==> src/shared/rss_defs.svh <==
// constants for the reset sequencer and supply monitor
`ifndef RSS_DEFS_SVH
`define RSS_DEFS_SVH

// stabilisation delay lengths in cpu clocks
`define RSS_DELAY_SHORT 13'h0100
`define RSS_DELAY_LONG 13'h1000
// vector fetch length in cpu clocks
`define RSS_FETCH_CYCLES 2'h2
// fixed reset vector addresses
`define RSS_VECTOR_HI_ADDR 16'hfffe
`define RSS_VECTOR_LO_ADDR 16'hffff
// least watchdog output pulse, in cpu clocks
`define RSS_WDG_PULSE_CYCLES 13'h0010

// register offsets
`define RSS_OFS_CSR 4'h0
`define RSS_OFS_OPT 4'h1

// control/status register field positions
`define RSS_CSR_IRQ_EN 6
`define RSS_CSR_WARN 5
`define RSS_CSR_LVR 4
`define RSS_CSR_WDR 0
`define RSS_CSR_RESET 8'h00

// option register field positions
`define RSS_OPT_LONG_DELAY 0
`define RSS_OPT_LVD_EN 1
`define RSS_OPT_CLK_LSB 2
`define RSS_OPT_CLK_MSB 4
`define RSS_OPT_RESET 8'h00

`endif

==> src/shared/rss_pkg.sv <==
// types for the reset sequencer and supply monitor
package rss_pkg;

  typedef enum logic [1:0] {
    RSS_ACTIVE = 2'b00,
    RSS_DELAY = 2'b01,
    RSS_FETCH = 2'b10,
    RSS_RUN = 2'b11
  } rss_phase_type;

  // clock source: external clock or one of five resonator ranges
  typedef enum logic [2:0] {
    RSS_CLK_EXT = 3'b000,
    RSS_CLK_RES0 = 3'b001,
    RSS_CLK_RES1 = 3'b010,
    RSS_CLK_RES2 = 3'b011,
    RSS_CLK_RES3 = 3'b100,
    RSS_CLK_RES4 = 3'b101
  } rss_clk_src_type;

endpackage

==> src/logic/rss_reset_supply.sv <==
// reset sequencer with supply-warning monitor
//
// The plain strobed port and the placing of the registers are this design's own decisions.
`timescale 1ns/1ns
`include "rss_defs.svh"
module rss_reset_supply (
  input wire logic ref_clk,
  input wire logic reset_n,
  input wire logic reset_pin_in,
  output logic reset_pin_out,
  output logic reset_pin_oe,
  input wire logic lvd_low,
  input wire logic avd_low,
  input wire logic wdg_underflow,
  input wire logic halt_mode,
  input wire logic wait_mode,
  input wire logic irq_ack,
  input wire logic [3:0] reg_addr,
  input wire logic [7:0] reg_wdata,
  input wire logic reg_wr,
  input wire logic reg_rd,
  output logic [7:0] reg_rdata,
  output logic cpu_reset,
  output logic vector_fetch,
  output logic [15:0] vector_addr,
  output logic osc_enable,
  output logic [2:0] clock_source_selector,
  output logic supply_warning_irq,
  output logic wait_wakeup
);

  // three-stage synchronisers for asynchronous inputs
  logic [2:0] pin_sync_r;
  logic [2:0] pin_sync_nxt;
  logic [2:0] lvd_sync_r;
  logic [2:0] lvd_sync_nxt;
  logic [2:0] avd_sync_r;
  logic [2:0] avd_sync_nxt;
  logic pin_low_r;
  logic pin_low_nxt;
  logic lvd_f_r;
  logic lvd_f_nxt;
  logic avd_f_r;
  logic avd_f_nxt;

  // sequencer state
  rss_pkg::rss_phase_type phase_r;
  rss_pkg::rss_phase_type phase_nxt;
  logic [12:0] count_r;
  logic [12:0] count_nxt;
  logic [12:0] wdg_cnt_r;
  logic [12:0] wdg_cnt_nxt;

  // registers
  logic [7:0] opt_r;
  logic [7:0] opt_nxt;
  logic irq_en_r;
  logic irq_en_nxt;
  logic warn_r;
  logic warn_nxt;
  logic lvr_r;
  logic lvr_nxt;
  logic wdr_r;
  logic wdr_nxt;
  logic pend_r;
  logic pend_nxt;
  logic [7:0] rdata_r;
  logic [7:0] rdata_nxt;

  logic lvd_en;
  logic lvd_cause;
  logic any_cause;
  logic [12:0] delay_len;

  // the filtered level follows only when stages two and three agree
  function automatic logic filt(input logic [2:0] s, input logic prev);
    filt = (s[1] == s[2]) ? s[2] : prev;
  endfunction

  // one count step down; the phase and watchdog counters share it
  function automatic logic [12:0] dec13(input logic [12:0] v);
    dec13 = v - 13'h0001;
  endfunction

  // both counters end their span at zero
  function automatic logic is_zero(input logic [12:0] v);
    is_zero = (v == 13'h0000);
  endfunction

  // async pin detect
  // the low pin forces reset combinationally, so a halted clock cannot hide it
  // a pulse too short for the filter holds reset only while it lasts
  assign cpu_reset = (phase_r != rss_pkg::RSS_RUN) || !reset_pin_in;

  assign lvd_en = opt_r[`RSS_OPT_LVD_EN];
  assign lvd_cause = lvd_en && lvd_f_r;
  assign any_cause = pin_low_r || lvd_cause || wdg_underflow;
  assign delay_len = opt_r[`RSS_OPT_LONG_DELAY] ? `RSS_DELAY_LONG : `RSS_DELAY_SHORT;

  // synchroniser next values
  always_comb begin
    pin_sync_nxt = {pin_sync_r[1:0], !reset_pin_in};
    lvd_sync_nxt = {lvd_sync_r[1:0], lvd_low};
    avd_sync_nxt = {avd_sync_r[1:0], avd_low};
    pin_low_nxt = filt(pin_sync_r, pin_low_r);
    lvd_f_nxt = filt(lvd_sync_r, lvd_f_r);
    avd_f_nxt = filt(avd_sync_r, avd_f_r);
    // flush chain while driving
    // our own pull-down must not read back as an outside request; an outside pull
    // during the delay is invisible and only counts once the device lets go
    if (reset_pin_oe) begin
      pin_sync_nxt = 3'h0;
      pin_low_nxt = 1'b0;
    end
  end

  always_ff @(posedge ref_clk) begin
    if (!reset_n) begin
      pin_sync_r <= 3'h0;
      lvd_sync_r <= 3'h0;
      avd_sync_r <= 3'h0;
      pin_low_r <= 1'b0;
      lvd_f_r <= 1'b0;
      avd_f_r <= 1'b0;
    end else begin
      pin_sync_r <= pin_sync_nxt;
      lvd_sync_r <= lvd_sync_nxt;
      avd_sync_r <= avd_sync_nxt;
      pin_low_r <= pin_low_nxt;
      lvd_f_r <= lvd_f_nxt;
      avd_f_r <= avd_f_nxt;
    end
  end

  // sequencer next state
  always_comb begin
    phase_nxt = phase_r;
    count_nxt = count_r;
    wdg_cnt_nxt = wdg_cnt_r;
    if (wdg_underflow) begin
      wdg_cnt_nxt = `RSS_WDG_PULSE_CYCLES;
    end else if (!is_zero(wdg_cnt_r)) begin
      wdg_cnt_nxt = dec13(wdg_cnt_r);
    end
    // every restart reloads the full delay, so a late cause never shortens it
    // restart on new cause
    if (any_cause || !is_zero(wdg_cnt_r)) begin
      phase_nxt = rss_pkg::RSS_ACTIVE;
      count_nxt = delay_len;
    end else begin
      case (phase_r)
        rss_pkg::RSS_ACTIVE: begin
          phase_nxt = rss_pkg::RSS_DELAY;
          count_nxt = dec13(delay_len);
        end
        rss_pkg::RSS_DELAY: begin
          if (is_zero(count_r)) begin
            phase_nxt = rss_pkg::RSS_FETCH;
            count_nxt = dec13({11'h000, `RSS_FETCH_CYCLES});
          end else begin
            count_nxt = dec13(count_r);
          end
        end
        rss_pkg::RSS_FETCH: begin
          if (is_zero(count_r)) begin
            phase_nxt = rss_pkg::RSS_RUN;
          end else begin
            count_nxt = dec13(count_r);
          end
        end
        rss_pkg::RSS_RUN: begin
          phase_nxt = rss_pkg::RSS_RUN;
        end
        default: begin
          phase_nxt = rss_pkg::RSS_ACTIVE;
        end
      endcase
    end
  end

  always_ff @(posedge ref_clk) begin
    if (!reset_n) begin
      phase_r <= rss_pkg::RSS_ACTIVE;
      count_r <= `RSS_DELAY_SHORT;
      wdg_cnt_r <= 13'h0000;
    end else begin
      phase_r <= phase_nxt;
      count_r <= count_nxt;
      wdg_cnt_r <= wdg_cnt_nxt;
    end
  end

  assign reset_pin_oe = (phase_r == rss_pkg::RSS_ACTIVE) || (phase_r == rss_pkg::RSS_DELAY)
    || lvd_cause || !is_zero(wdg_cnt_r);
  assign reset_pin_out = 1'b0;

  assign vector_fetch = (phase_r == rss_pkg::RSS_FETCH);
  // after the fetch the address idles at the low vector byte
  assign vector_addr = is_zero(count_r) ? `RSS_VECTOR_LO_ADDR : `RSS_VECTOR_HI_ADDR;

  assign osc_enable = 1'b1;
  assign clock_source_selector = opt_r[`RSS_OPT_CLK_MSB:`RSS_OPT_CLK_LSB];

  // register and supply-warning next values
  always_comb begin
    opt_nxt = opt_r;
    irq_en_nxt = irq_en_r;
    warn_nxt = warn_r;
    lvr_nxt = lvr_r;
    wdr_nxt = wdr_r;
    pend_nxt = pend_r;
    rdata_nxt = 8'h00;
    // the option register stays writable in halt; the control/status register and the pending request freeze
    if (reg_wr && reg_addr == `RSS_OFS_OPT) begin
      opt_nxt = reg_wdata;
    end
    if (!halt_mode) begin
      warn_nxt = lvd_en && avd_f_r;
      if (irq_ack) begin
        pend_nxt = 1'b0;
      end
      if (reg_wr && reg_addr == `RSS_OFS_CSR) begin
        irq_en_nxt = reg_wdata[`RSS_CSR_IRQ_EN];
        if (!reg_wdata[`RSS_CSR_LVR]) begin
          lvr_nxt = 1'b0;
        end
        if (!reg_wdata[`RSS_CSR_WDR]) begin
          wdr_nxt = 1'b0;
        end
        if (reg_wdata[`RSS_CSR_IRQ_EN] && !irq_en_r && warn_r && lvd_en) begin
          pend_nxt = 1'b1;
        end
      end
      // toggles before run are dropped: the supply is still settling then
      // toggle raises request
      if (irq_en_r && lvd_en && (warn_nxt != warn_r) && phase_r == rss_pkg::RSS_RUN) begin
        pend_nxt = 1'b1;
      end
      // set wins over the software clear
      if (wdg_underflow) begin
        wdr_nxt = 1'b1;
      end
      if (lvd_cause) begin
        lvr_nxt = 1'b1;
        wdr_nxt = 1'b0;
      end
    end
    // read data stands one cycle, then falls back to zero
    if (reg_rd) begin
      case (reg_addr)
        `RSS_OFS_CSR: begin
          rdata_nxt = {1'b0, irq_en_r, warn_r, lvr_r, 3'h0, wdr_r};
        end
        `RSS_OFS_OPT: begin
          rdata_nxt = opt_r;
        end
        default: begin
          rdata_nxt = 8'h00;
        end
      endcase
    end
  end

  // cause flags: set by their reset causes, cleared by zero writes or power-on reset; lvd also clears the watchdog flag
  always_ff @(posedge ref_clk) begin
    if (!reset_n) begin
      opt_r <= `RSS_OPT_RESET;
      irq_en_r <= 1'b0;
      warn_r <= 1'b0;
      pend_r <= 1'b0;
      rdata_r <= 8'h00;
    end else begin
      opt_r <= opt_nxt;
      irq_en_r <= irq_en_nxt;
      warn_r <= warn_nxt;
      pend_r <= pend_nxt;
      rdata_r <= rdata_nxt;
    end
  end

  always_ff @(posedge ref_clk) begin
    if (!reset_n) begin
      lvr_r <= 1'b0;
      wdr_r <= 1'b0;
    end else begin
      lvr_r <= lvr_nxt;
      wdr_r <= wdr_nxt;
    end
  end

  assign reg_rdata = rdata_r;
  assign supply_warning_irq = pend_r;
  assign wait_wakeup = pend_r && wait_mode;

endmodule // rss_reset_supply

==> config.mk <==
export PLATFORM = sky130hd
export DESIGN_NAME = rss_reset_supply
export DESIGN_NICKNAME = d
export VERILOG_FILES = /design/src/shared/rss_pkg.sv /design/src/logic/rss_reset_supply.sv
export VERILOG_INCLUDE_DIRS = /design/src /design/src/shared
export SDC_FILE = /design/constraint.sdc
export NUM_CORES = 1
export LEC_CHECK = 0
export BUFFER_PORTS_ARGS = -buffer_cell sky130_fd_sc_hd__buf_2
export CORE_MARGIN = 10
export CORE_UTILIZATION = 50
export DETAILED_ROUTE_END_ITERATION = 8
export GPL_ROUTABILITY_DRIVEN = 0
export GPL_TIMING_DRIVEN = 0
export PLACE_DENSITY = 0.76
export SYNTH_ARGS = -nofsm -noshare
export SYNTH_HDL_FRONTEND = slang
export SYNTH_SLANG_ARGS = --single-unit
==> constraint.sdc <==
create_clock -name ref_clk -period 1.8 [get_ports ref_clk]
set_input_delay 0.09 -clock ref_clk [delete_from_list [all_inputs] [get_ports ref_clk]]
set_output_delay 0.09 -clock ref_clk [all_outputs]
set_load 0.01 [all_outputs]
* Word-level counts from Yosys, hierarchy flattened *
Index checks and enable logic that the tools add are counted.

storage, ports and cells
  flip-flop bits (word level) = 61
  logic and storage cells = 97

cells by class
  add/sub/neg operators = 3
  equal/unequal tests = 15
  mux-type cells = 23
  bitwise logic cells = 2
  reduce and logical (&&, ||, !) cells = 37

operator list
  operator                                             number
  2-to-1 mux 13 bit                                    4
  case mux 13 bit (3 select lines)                     1
  subtractor 13 x 1 -> 13 bit (second input constant)  3
  logical NOT 13 bit                                   2
  case mux 8 bit (2 select lines)                      1
  2-to-1 mux 1 bit                                     12
  logical AND 1 bit                                    11
  2-to-1 mux 5 bit                                     2
  case mux 2 bit (4 select lines)                      1
  AND reduction 2 bit                                  4
  logical OR 1 bit                                     7
  != test 2 bit (second input constant)                3
  AND reduction 3 bit                                  2
  OR reduction 2 bit                                   3
  == test 2 bit (second input constant)                2
  == test 4 x 1 -> 1 bit (second input constant)       1
  logical NOT 4 bit                                    1
  2-to-1 mux 2 bit                                     2
  != test 2 x 1 -> 1 bit (second input constant)       2
  nonzero test 4 bit                                   1
  == test 1 bit                                        3
  logical NOT 1 bit                                    3
  != test 3 x 2 -> 1 bit (second input constant)       1
  != test 3 bit (second input constant)                1
  6 further kinds                                      7

* Logic depth before layout (Yosys ltp) *
Gate-level depths: netlist of the first run.

  depth in word-level cells = 7
  mapped depth = 8
  mapped depth without buffers = 7

* Least setup slack after synthesis of the first run *
Ideal clock, no wire load.

  path type = reg-to-reg
  from = register wdg_cnt_r[0]
  to = register count_r[9]
  setup time = 58 ps
  data arrival time = 1989 ps
  data required time = 1742 ps
  slack = -247 ps
  cell stages (with the launch flop) = 8
  buffers on the path = 0
  period minus slack after synthesis = 2047 ps
  cell sequence = dfxtp_1 -> inv_1 -> ha_1 -> or4b_1 -> nor3_4 -> nand3_1 -> a2111oi_0 -> a21o_1

on the way
  longest elaborated chain between the ends = 5
  elaborated cells between the ends (all ways) = 7

RTL lines
  item                                                                  line                     source
  start: declaration                                                    rss_reset_supply.sv:51   logic [12:0] wdg_cnt_r;
  start signal: assignment                                              rss_reset_supply.sv:189  wdg_cnt_r <= wdg_cnt_nxt;
  logical NOT 13 bit *                                                  rss_reset_supply.sv:87   is_zero = (v == 13'h0000);
  logical NOT 1 bit *                                                   rss_reset_supply.sv:147  if (any_cause || !is_zero(wdg_cnt_r)) begin
  logical OR 1 bit *                                                    rss_reset_supply.sv:147
  != test 3 bit (no source line) or nonzero test 4 bit (tied branches)  -
  AND reduction 2 bit (no source line)                                  -
  end signal: assignment                                                rss_reset_supply.sv:184  count_r <= `RSS_DELAY_SHORT;
  end signal: assignment                                                rss_reset_supply.sv:188  count_r <= count_nxt;
  end: declaration                                                      rss_reset_supply.sv:49   logic [12:0] count_r;

Mark *: on every way between the ends. The rest lies on a longest branch, timed or not.
A chain may end at the register's enable or synchronous reset.

* Worst setup path in the final report of the first run *
  from = register wdg_cnt_r[1]
  to = output reset_pin_oe

on the way
  longest elaborated chain between the ends = 3

RTL lines
  item                line                     source
  logical NOT 13 bit  rss_reset_supply.sv:87
  logical NOT 1 bit   rss_reset_supply.sv:194  || lvd_cause || !is_zero(wdg_cnt_r);
  logical OR 1 bit    rss_reset_supply.sv:194
  end: declaration    rss_reset_supply.sv:11   output logic reset_pin_oe,

No other way between the ends.

==> reports/metrics.csv, run 1 <==
metric,value,unit
crit start category,register,
CP cell instances,"inv_2, ha_4, or4b_4, nor3_4, buf_6, nand3_4, buf_6",
Die Wd,96.7,um
TNS Setup,-2.18,ns
Yosys cell types,48,
fin crit period,1.98,ns
"Slowest-stage cell, CP",or4b_4,
core area,0.00561,sq mm
WP data required,1.71,ns
reg2reg start,wdg_cnt_r[1],
row count,27,
setup ws final,-0.183,ns
CTS max path bufs,2,
Final ANT Viol Nets,0,
Syn. warnings,0,
Placed Cells,482,
ANT cells,0,
worst vdd ir,1.53,mV
Crit. Startpoint,wdg_cnt_r[1],
vias in the first global route,2832,
DRT iter0 DRCs,160,
Skew-Pair Late Insertion Delay,0.34,ns
final WL,8.38,mm
max-slew violation count,0,
gr usage total,16.4,%
Final setup violation count,26,
RSZ-0062 raised after global routing,true,
max-cap violations,0,
via/cell ratio,5.48,
"Top FF cell, synth",dfxtp_1,
Lkg Pwr,1.69,nW
die height,96.7,um
DP Wirelength,5.19,mm
combinational share of power,59.6,%
starting density of the core,52.5,%
crit path kind,register to output pin,
H-tree Lvls,3,
net switching power,0.00329,W
Worst Hold Class,primary input to register,
root buffer cell,clkbuf_8,
hold_sp,reg_wdata[5],
Crit path top cell by count,buf_6,
clock network power share,15.1,%
compound-gate portion of the synthesized area,17.2,%
CTS tree,done,
crit path capture type,output pin,
adder-cell share of the synthesized area,4.25,%
number of synthesized register bits,61,
Critical Path AT,1.89,ns
pwr dens,1900,mW/mm^2
share of layout cells above drive strength 1,37.1,%
cell area after layout,0.00408,sq mm
Synth Area in XOR/XNOR,2.97,%
WL/cell,16.0,um
pre-CTS setup slack,-0.436,ns
simple-gate share of the synthesized area,25.2,%
post-synthesis instance total,356,
Tcrit/Tclk final,110,%
register area,0.00124,sq mm
slew margin rel.,34.8,%
clock transition at the registers of the reported paths,0.07,ns
DRC,0,
failing checks,negative setup slack,
outcome,finished with violations,
largest family of logic cells by synthesized area,simple AND/OR/NAND/NOR gates,
die area,0.00936,sq mm
First-pass DRT Iterations,5,
clk sink count,61,
synthesis-to-layout area growth,38.5,%
Worst R2R Setup Slack,-0.17,ns
Worst-Margin Slew,0.969,ns
Sequential Power Share,25.3,%
fin nets,481,
largest net degree at the start of global routing,12,
Multi-input gate area,0.00186,sq mm
"FFs w/ async S/R, synth",0,%
post-placement cell area,0.00337,sq mm
CTS buffer count,9,
fmax,504,MHz
Worst path max stage delay,0.46,ns
number of synthesized flops with an enable pin,0,
port buffer count,39,
Clock Skew,0.0103,ns
top-level I/O count,57,
post-synthesis mux area share,0.680,%
internal power,0.00445,W
GR Overflow Total,0,
initial antenna violation count,0,
Final Non-Filler Cells,525,
fillers,411,
worst hold margin,0.00928,ns
Worst Path Max Fanout,3,
switching share of power,42.5,%
Synth Cell Area,0.00294,sq mm
Mean Syn Cell Area,8.27,sq um
global-route wire length before repair,13.4,mm
sequential share of the synthesized area,41.5,%
"Hold Vio Cnt, Final",0,
via count,2879,
## what timing repair did
item | 4_1_cts | 5_1_grt
pin swaps | 9 | 15
setup buffers | 19 | 11
endpoints found under the setup margin | 32 | 33
endpoints found under the hold margin | 3 | 0
cloned | 1 | 0
gates resized for setup | 38 | 36
hold buffers | 3 | 0
## placed cells by master (no fill, tap or decap), drive strengths merged, types with 2 or more instances in the layout
master       netlist  routed
a22oi              4       4
dlygate4sd3        0       3
ha                10      10
dfxtp             61      61
nor2              40      40
nor4               9       9
a211oi             5       5
or3                5       5
nor3              13      13
and2              14      14
inv                9       9
nor3b              3       3
clkinv             1       2
a21o               4       4
clkbuf             9      20
o21ai             25      25
nor2b              2       2
a2111oi            2       2
mux2i              2       2
buf               23      87
nor4b              3       3
a21oi             33      33
or4                4       4
nand4              2       2
nand2             25      25
nand2b             2       2
a31oi              4       4
nand3             14      14
xnor2              8       8
and3               3       3
conb               2      17
xor2               2       2
clkinvlp           0       3
## per-stage QoR
step / utilization (%) / power [W]
floorplan: - / 0.00423
detailed placement: 60.1 / 0.00483
global route: 72.7 / 0.00817
CTS: 69.9 / 0.00720
finish: 72.7 / 0.00774
global placement: 60.1 / 0.00475
## cell families (layout without fill, tap and decap cells)
| group | count (synthesis) | in the layout |
|---|---|---|
| other cells | 2 | 17 |
| fa+ha+maj | 10 | 10 |
| buf+inv | 42 | 124 |
| xor+xnor | 10 | 10 |
| simple gates | 143 | 143 |
| compound gates | 86 | 86 |
| mux | 2 | 2 |
| flops | 61 | 61 |
## layout make-up
cell class / count / area share, %
inverter: 10 / 0.982
buffer: 29 / 5.22
sequential: 61 / 30.3
clock buffer: 12 / 4.05
tap: 72 / 2.21
multi-input combinational: 268 / 45.7
timing repair buffer: 69 / 10.8
clock inverter: 4 / 0.767
## final timing paths
check	to	cells after the start
hold / removal	opt_r[5]	3
setup reg to reg	count_r[9]	8
hold reg to reg	pin_sync_r[1]	1
setup / recovery	reset_pin_oe	7
## state kept, by name, summed over array words and instances (netlist names)
register,flops
irq_en_r,1
phase_r,2
avd_sync_r,3
warn_r,1
opt_r,8
pin_low_r,1
wdg_cnt_r,13
lvd_f_r,1
avd_f_r,1
lvr_r,1
supply_warning_irq,1
count_r,13
pin_sync_r,3
lvd_sync_r,3
wdr_r,1
reg_rdata,8
## critical path, delay by kind of cell (launching register included)
kind                       cells  cell delay [ns]
and+or+nand+nor                3             0.72
DFF                            1             0.33
buffers and inverters          3             0.37
adders and majority gates      1             0.13
## synth_stat cells (2+ instances only)
cell type  count  area share (%)
inv_1          9             1.1
a31oi_1        4            0.85
ha_1          10             4.2
xor2_1         2            0.60
buf_2          3            0.51
nor4b_1        3            0.89
or3_1          4            0.85
clkbuf_1       9             1.1
o21ai_0       25             4.2
nor2b_1        2            0.42
dfxtp_1       61              41
nor3_1        12             2.0
xnor2_1        8             2.4
nand2_1       25             3.2
nand4_1        2            0.42
a21oi_1       33             5.6
a2111oi_0      2            0.60
nand3_1       14             2.4
conb_1         2            0.26
a22oi_1        4             1.0
and2_1        14             3.0
nand2b_1       2            0.42
a21o_1         4             1.0
buf_4         20             5.1
nor4_1         8             1.7
nor2_1        40             5.1
mux2i_1        2            0.68
and3_1         3            0.64
or4_1          4             1.0
a211oi_1       5             1.3
nor3b_1        3            0.76
## routing by layer
layer	routed length (um)	vias to the layer above	track usage, %
li1	-	1410	-
met1	3410	1367	18.8
met2	4430	88	28.6
met3	432	14	4.83
met4	106	0	4.96
met5	0	-	0
## power by group through the flow
stage                     Clock (W)  Sequential [W]  Combinational (W)
after global placement            0         0.00185            0.00290
after global routing        0.00125         0.00199            0.00493
final                       0.00117         0.00196            0.00461
after floorplan                   0         0.00181            0.00243
after CTS                   0.00120         0.00186            0.00414
after detailed placement          0         0.00186            0.00297
Power figures use the tool's default switching activity.
==> run 2: changes to the inputs <==
- ABC_AREA: not set -> 1
- ABC_CLOCK_PERIOD_IN_PS: not set -> 1800
==> run 2 against run 1 <==
- the flow now finishes without violations
- setup slack gained 0.33 ns
- non-clock buffer count down 30
- clock power about the same
- via count down 2.2%
- final area down 7.8%
- clock skew hardly changed
- global-route usage decreased by 2.7 points
- core utilization decreased by 13 points
- synthesized cell count up 22%
- hold slack better by 0.0024 ns
- count of clock-buffer cells in the layout is 2 lower
- largest cell class unchanged
- highest routed layer unchanged
==> reports/metrics.csv, run 2 <==
metric,value,unit,change
Critical Path AT,1.56,ns,-0.33 ns
Worst-Margin Slew,0.609,ns,-0.360 ns
"Hold Vio Cnt, Final",0,,unchanged
RSZ-0062 raised after global routing,false,,
Worst Path Max Fanout,9,,+6
largest net degree at the start of global routing,11,,-1
crit start category,register,,
"FFs w/ async S/R, synth",0,%,unchanged
vias in the first global route,2587,,-8.7%
pwr dens,1340,mW/mm^2,-29%
"Slowest-stage cell, CP",dfxtp_1,,
max-cap violations,0,,unchanged
Final setup violation count,0,,-100%
CTS tree,done,,
DRT iter0 DRCs,80,,-50%
Worst path max stage delay,0.32,ns,-0.14 ns
WL/cell,11.7,um,-26%
Mean Syn Cell Area,7.33,sq um,-11%
clock transition at the registers of the reported paths,0.07,ns,about the same
fmax,605,MHz,+20%
Skew-Pair Late Insertion Delay,0.34,ns,about the same
fin crit period,1.65,ns,-0.332 ns
gr usage total,13.7,%,-2.7 points
synthesis-to-layout area growth,18.2,%,
crit path capture type,output pin,,
"commonest non-fill, non-tap cell in the layout",nand2_1,,
slew margin rel.,59.4,%,+25 points
initial antenna violation count,0,,unchanged
number of synthesized flops with an enable pin,0,,unchanged
crit path kind,register to output pin,,
port buffer count,38,,-2.6%
"Top FF cell, synth",dfxtp_1,,
sequential share of the synthesized area,38.4,%,-3.1 points
Synth Cell Area,0.00318,sq mm,+8.1%
via count,2815,,-2.2%
post-synthesis instance total,434,,+22%
H-tree Lvls,3,,unchanged
fin nets,534,,+11%
DP Wirelength,5.12,mm,-1.3%
via/cell ratio,4.85,,-12%
global-route wire length before repair,11.4,mm,-14%
outcome,"complete, no violations",,
top-level I/O count,57,,unchanged
Worst Hold Class,primary input to register,,
most common cell in the synthesized netlist,nand2_1,,
"commonest non-fill, non-tap cells in the layout","nand2_1 (89), dfxtp_1 (59), inv_1 (49)",,
CTS buffer count,9,,unchanged
die area,0.00995,sq mm,+6.4%
Die Wd,99.8,um,+3.1%
core area,0.00628,sq mm,+12%
DRC,0,,unchanged
worst vdd ir,0.994,mV,-35%
Tcrit/Tclk final,91.8,%,-18 points
Final ANT Viol Nets,0,,unchanged
CP cell instances,"inv_2, ha_1, inv_1, nor3_4, nand2_4, inv_4, nand3_1, buf_2",,
Lkg Pwr,1.77,nW,+5.1%
GR Overflow Total,0,,unchanged
share of the synthesized area in the top cell type,38.4,%,-3.1 points
starting density of the core,50.7,%,-1.8 points
Clock Skew,0.00998,ns,-0.000314 ns
top area cells in the synthesized netlist,"dfxtp_1 (38%), nand2_1 (11%), inv_1 (6.0%), a21oi_1 (5.7%), buf_4 (4.7%)",,
WP data required,1.71,ns,about the same
row count,29,,+7.4%
ANT cells,0,,unchanged
root buffer cell,clkbuf_8,,
die height,99.8,um,+3.1%
Yosys cell types,37,,-23%
post-synth top area cell,dfxtp_1,,
clk sink count,61,,unchanged
TNS Setup,0,ns,+2.18 ns
final WL,6.82,mm,-19%
First-pass DRT Iterations,4,,-1
Regs by FF count,"count_r x13, wdg_cnt_r x13",,
share of layout cells above drive strength 1,23.6,%,-13 points
commonest cells in the netlist,"nand2_1 (90), dfxtp_1 (61), inv_1 (51), nor2_1 (39), a21oi_1 (36)",,
Syn. warnings,0,,unchanged
Final Util,59.9,%,-13 points
CTS max path bufs,2,,unchanged
max-slew violation count,0,,unchanged
number of synthesized register bits,61,,unchanged
run 2: through the flow:
stage	cells	worst slack (ns)	power, W	instance area (sq um)	hold WS, ns
3_5_place_dp	564	0.0893	0.00379	3520	0.269
2_1_floorplan	449	0.257	0.00342	3240	0.162
4_1_cts	581	0.00493	0.00499	3740	0.00587
3_3_place_gp	564	0.136	0.00373	3520	0.264
5_1_grt	581	0.00185	0.00542	3760	0.0255
6_report	581	0.148	0.00504	3760	0.0117
run 2: timing repair:
item | 4_1_cts | 5_1_grt
cloned | 0 | 0
resized for setup | 0 | 9
setup endpoints to repair | 1 | 18
hold buffers | 3 | 0
hold endpoints to repair | 3 | 0
setup buffers | 0 | 0
pin swaps | 2 | 1
run 2: layout make-up:
cell class / count / area, sq um
Fill cell: 577 / 2520
Multi-Input combinational cell: 307 / 1630
Sequential cell: 61 / 1220
Timing Repair Buffer: 41 / 220
Inverter: 54 / 208
Buffer: 27 / 195
Clock buffer: 10 / 138
Tap cell: 77 / 96.3
Clock inverter: 4 / 50.0
run 2: per-layer routing:
metal  vias to the layer above  part of all wire, %  track usage, %
met4                         0                  1.5            6.50
li1                       1478                    -               -
met2                        63                   46            22.4
met3                         8                  6.5            4.19
met1                      1266                   45            15.9
met5                         -                    0               0
run 2: final timing paths:
path,from,end,slack [ns],depth (start not counted)
setup / recovery,wdg_cnt_r[0],reset_pin_oe,0.15,8
hold / removal,irq_ack,supply_warning_irq,0.01,4
setup reg to reg,wdg_cnt_r[0],wdg_cnt_r[6],0.16,7
hold reg to reg,pin_sync_r[0],pin_sync_r[1],0.42,2
run 2: logic make-up (layout without fill, tap and decap cells):
logic type | after synthesis | in the layout | synth area share [%]
compound gates | 75 | 75 | 13.4
buf+inv | 81 | 136 | 12.6
simple gates | 194 | 194 | 28.4
xor+xnor | 11 | 11 | 3.03
flops | 61 | 61 | 38.4
fa+ha+maj | 10 | 10 | 3.93
other cells | 2 | 17 | 0.236
run 2: where the power goes:
part           total [W]  switching (W)  internal (W)  leakage [nW]
registers        0.00171       0.000182       0.00153         0.496
clock network    0.00119       0.000528      0.000659        0.0902
logic            0.00214        0.00135      0.000788          1.19
run 2: worst max-delay path, delay by kind of cell (launching register included):
| family | cells | cell delay, ns |
|---|---|---|
| DFF | 1 | 0.32 |
| and+or+nand+nor | 3 | 0.36 |
| adders and majority gates | 1 | 0.17 |
| buffers and inverters | 4 | 0.39 |
==> run 3: changes to the inputs <==
==> constraint.sdc (replaced) <==
create_clock -name ref_clk -period 1.8 [get_ports ref_clk]
set_input_delay 0.36 -clock ref_clk [delete_from_list [all_inputs] [get_ports ref_clk]]
set_output_delay 0.36 -clock ref_clk [all_outputs]
set_load 0.01 [all_outputs]
==> run 3 against run 2 <==
- via count increased by 0.64%
- final area increased by 1.2%
- non-clock buffer count increased by 3
- hold slack improved by 0.17 ns
- sequential power about the same
- clock power about the same
- global-route usage increased by 0.20 points
- flip-flop and latch count unchanged
- combinational power increased by 8%
- clock skew about the same
- core utilization increased by 0.72 points
- critical path depth decreased by 1
- critical endpoint unchanged
- largest cell class unchanged
- highest routed layer unchanged
==> reports/metrics.csv, run 3 (same netlist as run 2, synthesis figures left out) <==
metric,value,unit,change
Final ANT Viol Nets,0,,unchanged
vias in the first global route,2609,,+0.85%
outcome,"complete, no violations",,
Multi-input gate area,0.00166,sq mm,+1.5%
CP Buf/Inv Count,2,,-2
Final Util,60.6,%,+0.72 points
fin crit period,1.79,ns,+0.137 ns
die height,99.8,um,unchanged
Critical Path AT,1.43,ns,-0.13 ns
fillers,571,,-1.0%
WL/cell,11.9,um,+1.7%
via/cell ratio,4.85,,+0.12%
crit start category,register,,
CP cell instances,"nor2_1, nand2_1, nor2_4, nand2_4, inv_4, nand3_1, buf_2",,
"commonest non-fill, non-tap cells in the layout","nand2_1 (89), dfxtp_1 (57), inv_1 (47)",,
"Slowest-stage cell, CP",dfxtp_1,,
DRC,0,,unchanged
clock transition at the registers of the reported paths,0.07,ns,about the same
crit path capture type,output pin,,
global-route wire length before repair,11.6,mm,+1.6%
Tcrit/Tclk final,99.3,%,+7.6 points
Worst Path Max Fanout,4,,-5
cell depth of the worst hold path,2,,-2
initial antenna violation count,0,,unchanged
First-pass DRT Iterations,4,,unchanged
clk sink count,61,,unchanged
cell area after layout,0.00381,sq mm,+1.2%
crit path kind,register to output pin,,
post-placement cell area,0.00352,sq mm,unchanged
top-level I/O count,57,,unchanged
Placed Cells,564,,unchanged
core area,0.00628,sq mm,unchanged
final WL,6.98,mm,+2.3%
share of layout cells above drive strength 1,26.0,%,+2.4 points
Hold Path End,pin_sync_r[0],,
Worst R2R Setup Slack,0.05,ns,-0.11 ns
DRT iter0 DRCs,106,,+33%
Reg2Reg Capture Point,wdg_cnt_r[6],,
Lkg Pwr,1.79,nW,+0.99%
ANT cells,0,,unchanged
"Hold Vio Cnt, Final",0,,unchanged
reg2reg start,wdg_cnt_r[0],,
RSZ-0062 raised after global routing,true,,
hold_sp,reset_pin_in,,
Final Non-Filler Cells,584,,+0.52%
H-tree Lvls,3,,unchanged
Final setup violation count,0,,unchanged
Worst Hold Class,primary input to register,,
GR Overflow Total,0,,unchanged
synthesis-to-layout area growth,19.6,%,
FF-to-FF path depth,8,,+1
pre-CTS setup slack,-0.0683,ns,-0.158 ns
Clock Skew,0.00999,ns,+0.00000253 ns
pwr dens,1370,mW/mm^2,+2.6%
CTS tree,done,,
DP Wirelength,5.12,mm,unchanged
"commonest non-fill, non-tap cell in the layout",nand2_1,,
max-cap violations,0,,unchanged
die area,0.00995,sq mm,unchanged
CTS max path bufs,2,,unchanged
Worst-Margin Slew,0.652,ns,+0.0431 ns
Die Wd,99.8,um,unchanged
fmax,559,MHz,-7.6%
Regs by FF count,"count_r x13, wdg_cnt_r x13",,
max-slew violation count,0,,unchanged
CTS buffer count,9,,unchanged
slew margin rel.,56.2,%,-3.2 points
port buffer count,38,,unchanged
setup ws final,0.0118,ns,-0.137 ns
family with the most delay on the worst path,simple AND/OR/NAND/NOR gates,,
gr usage total,13.9,%,+0.20 points
WP data required,1.44,ns,-0.27 ns
worst vdd ir,1.01,mV,+1.7%
starting density of the core,50.7,%,unchanged
Skew-Pair Late Insertion Delay,0.34,ns,about the same
row count,29,,unchanged
TNS Setup,0,ns,unchanged
largest net degree at the start of global routing,11,,unchanged
via count,2833,,+0.64%
root buffer cell,clkbuf_8,,
register area,0.00123,sq mm,+0.21%
Worst path max stage delay,0.34,ns,+0.02 ns
fin nets,537,,+0.56%
## run 3: cell count changes in the layout (fill, tap and decap cells not counted), sizes merged
cell,previous run,this run
dlygate4sd3,3,0
buf,62,68
## run 3: metrics by stage
step                      hold WS (ns)  power [W]
after CTS                        0.175    0.00516
after global routing             0.186    0.00562
after floorplan                  0.390    0.00342
final                            0.181    0.00523
after global placement           0.392    0.00373
after detailed placement         0.401    0.00379
## run 3: metal layers
layer	wire [um]	global-route usage, %	vias to the layer above
met5	0	0	-
met4	118	6.50	0
met3	478	4.26	9
met2	3250	22.6	73
met1	3130	16.3	1268
li1	-	-	1483
## run 3: cell type report
cell class | instances | share of cell area [%]
Multi-Input combinational cell | 307 | 43.5
Clock inverter | 4 | 1.31
Tap cell | 77 | 2.53
Clock buffer | 10 | 3.62
Buffer | 27 | 5.13
Inverter | 54 | 5.52
Sequential cell | 61 | 32.2
Timing Repair Buffer | 44 | 6.18
## run 3: timing repair
item / 4_1_cts / 5_1_grt
setup endpoints to repair: 1 / 6
pin swaps: 4 / 1
hold buffers: 0 / 0
setup buffers: 6 / 0
resized for setup: 11 / 8
## run 3: worst max-delay path by stage
stage                     slack [ns]    startpoint      endpoint  depth (start not counted)
after global placement         -0.06   reg_addr[2]      opt_r[3]                          8
after global routing           -0.10  wdg_cnt_r[0]  wdg_cnt_r[6]                          8
final                           0.01  wdg_cnt_r[8]  reset_pin_oe                          7
after detailed placement       -0.07   reg_addr[2]      opt_r[7]                          8
after CTS                     0.0008  wdg_cnt_r[0]  reset_pin_oe                          8
after floorplan                 0.26  wdg_cnt_r[0]    count_r[7]                         11
## run 3: power breakdown
part / switching [W] / total, W / internal [W]
sequential: 0.000184 / 0.00172 / 0.00153
clock: 0.000533 / 0.00119 / 0.000659
combinational: 0.00142 / 0.00232 / 0.000900
total: 0.00214 / 0.00523 / 0.00309
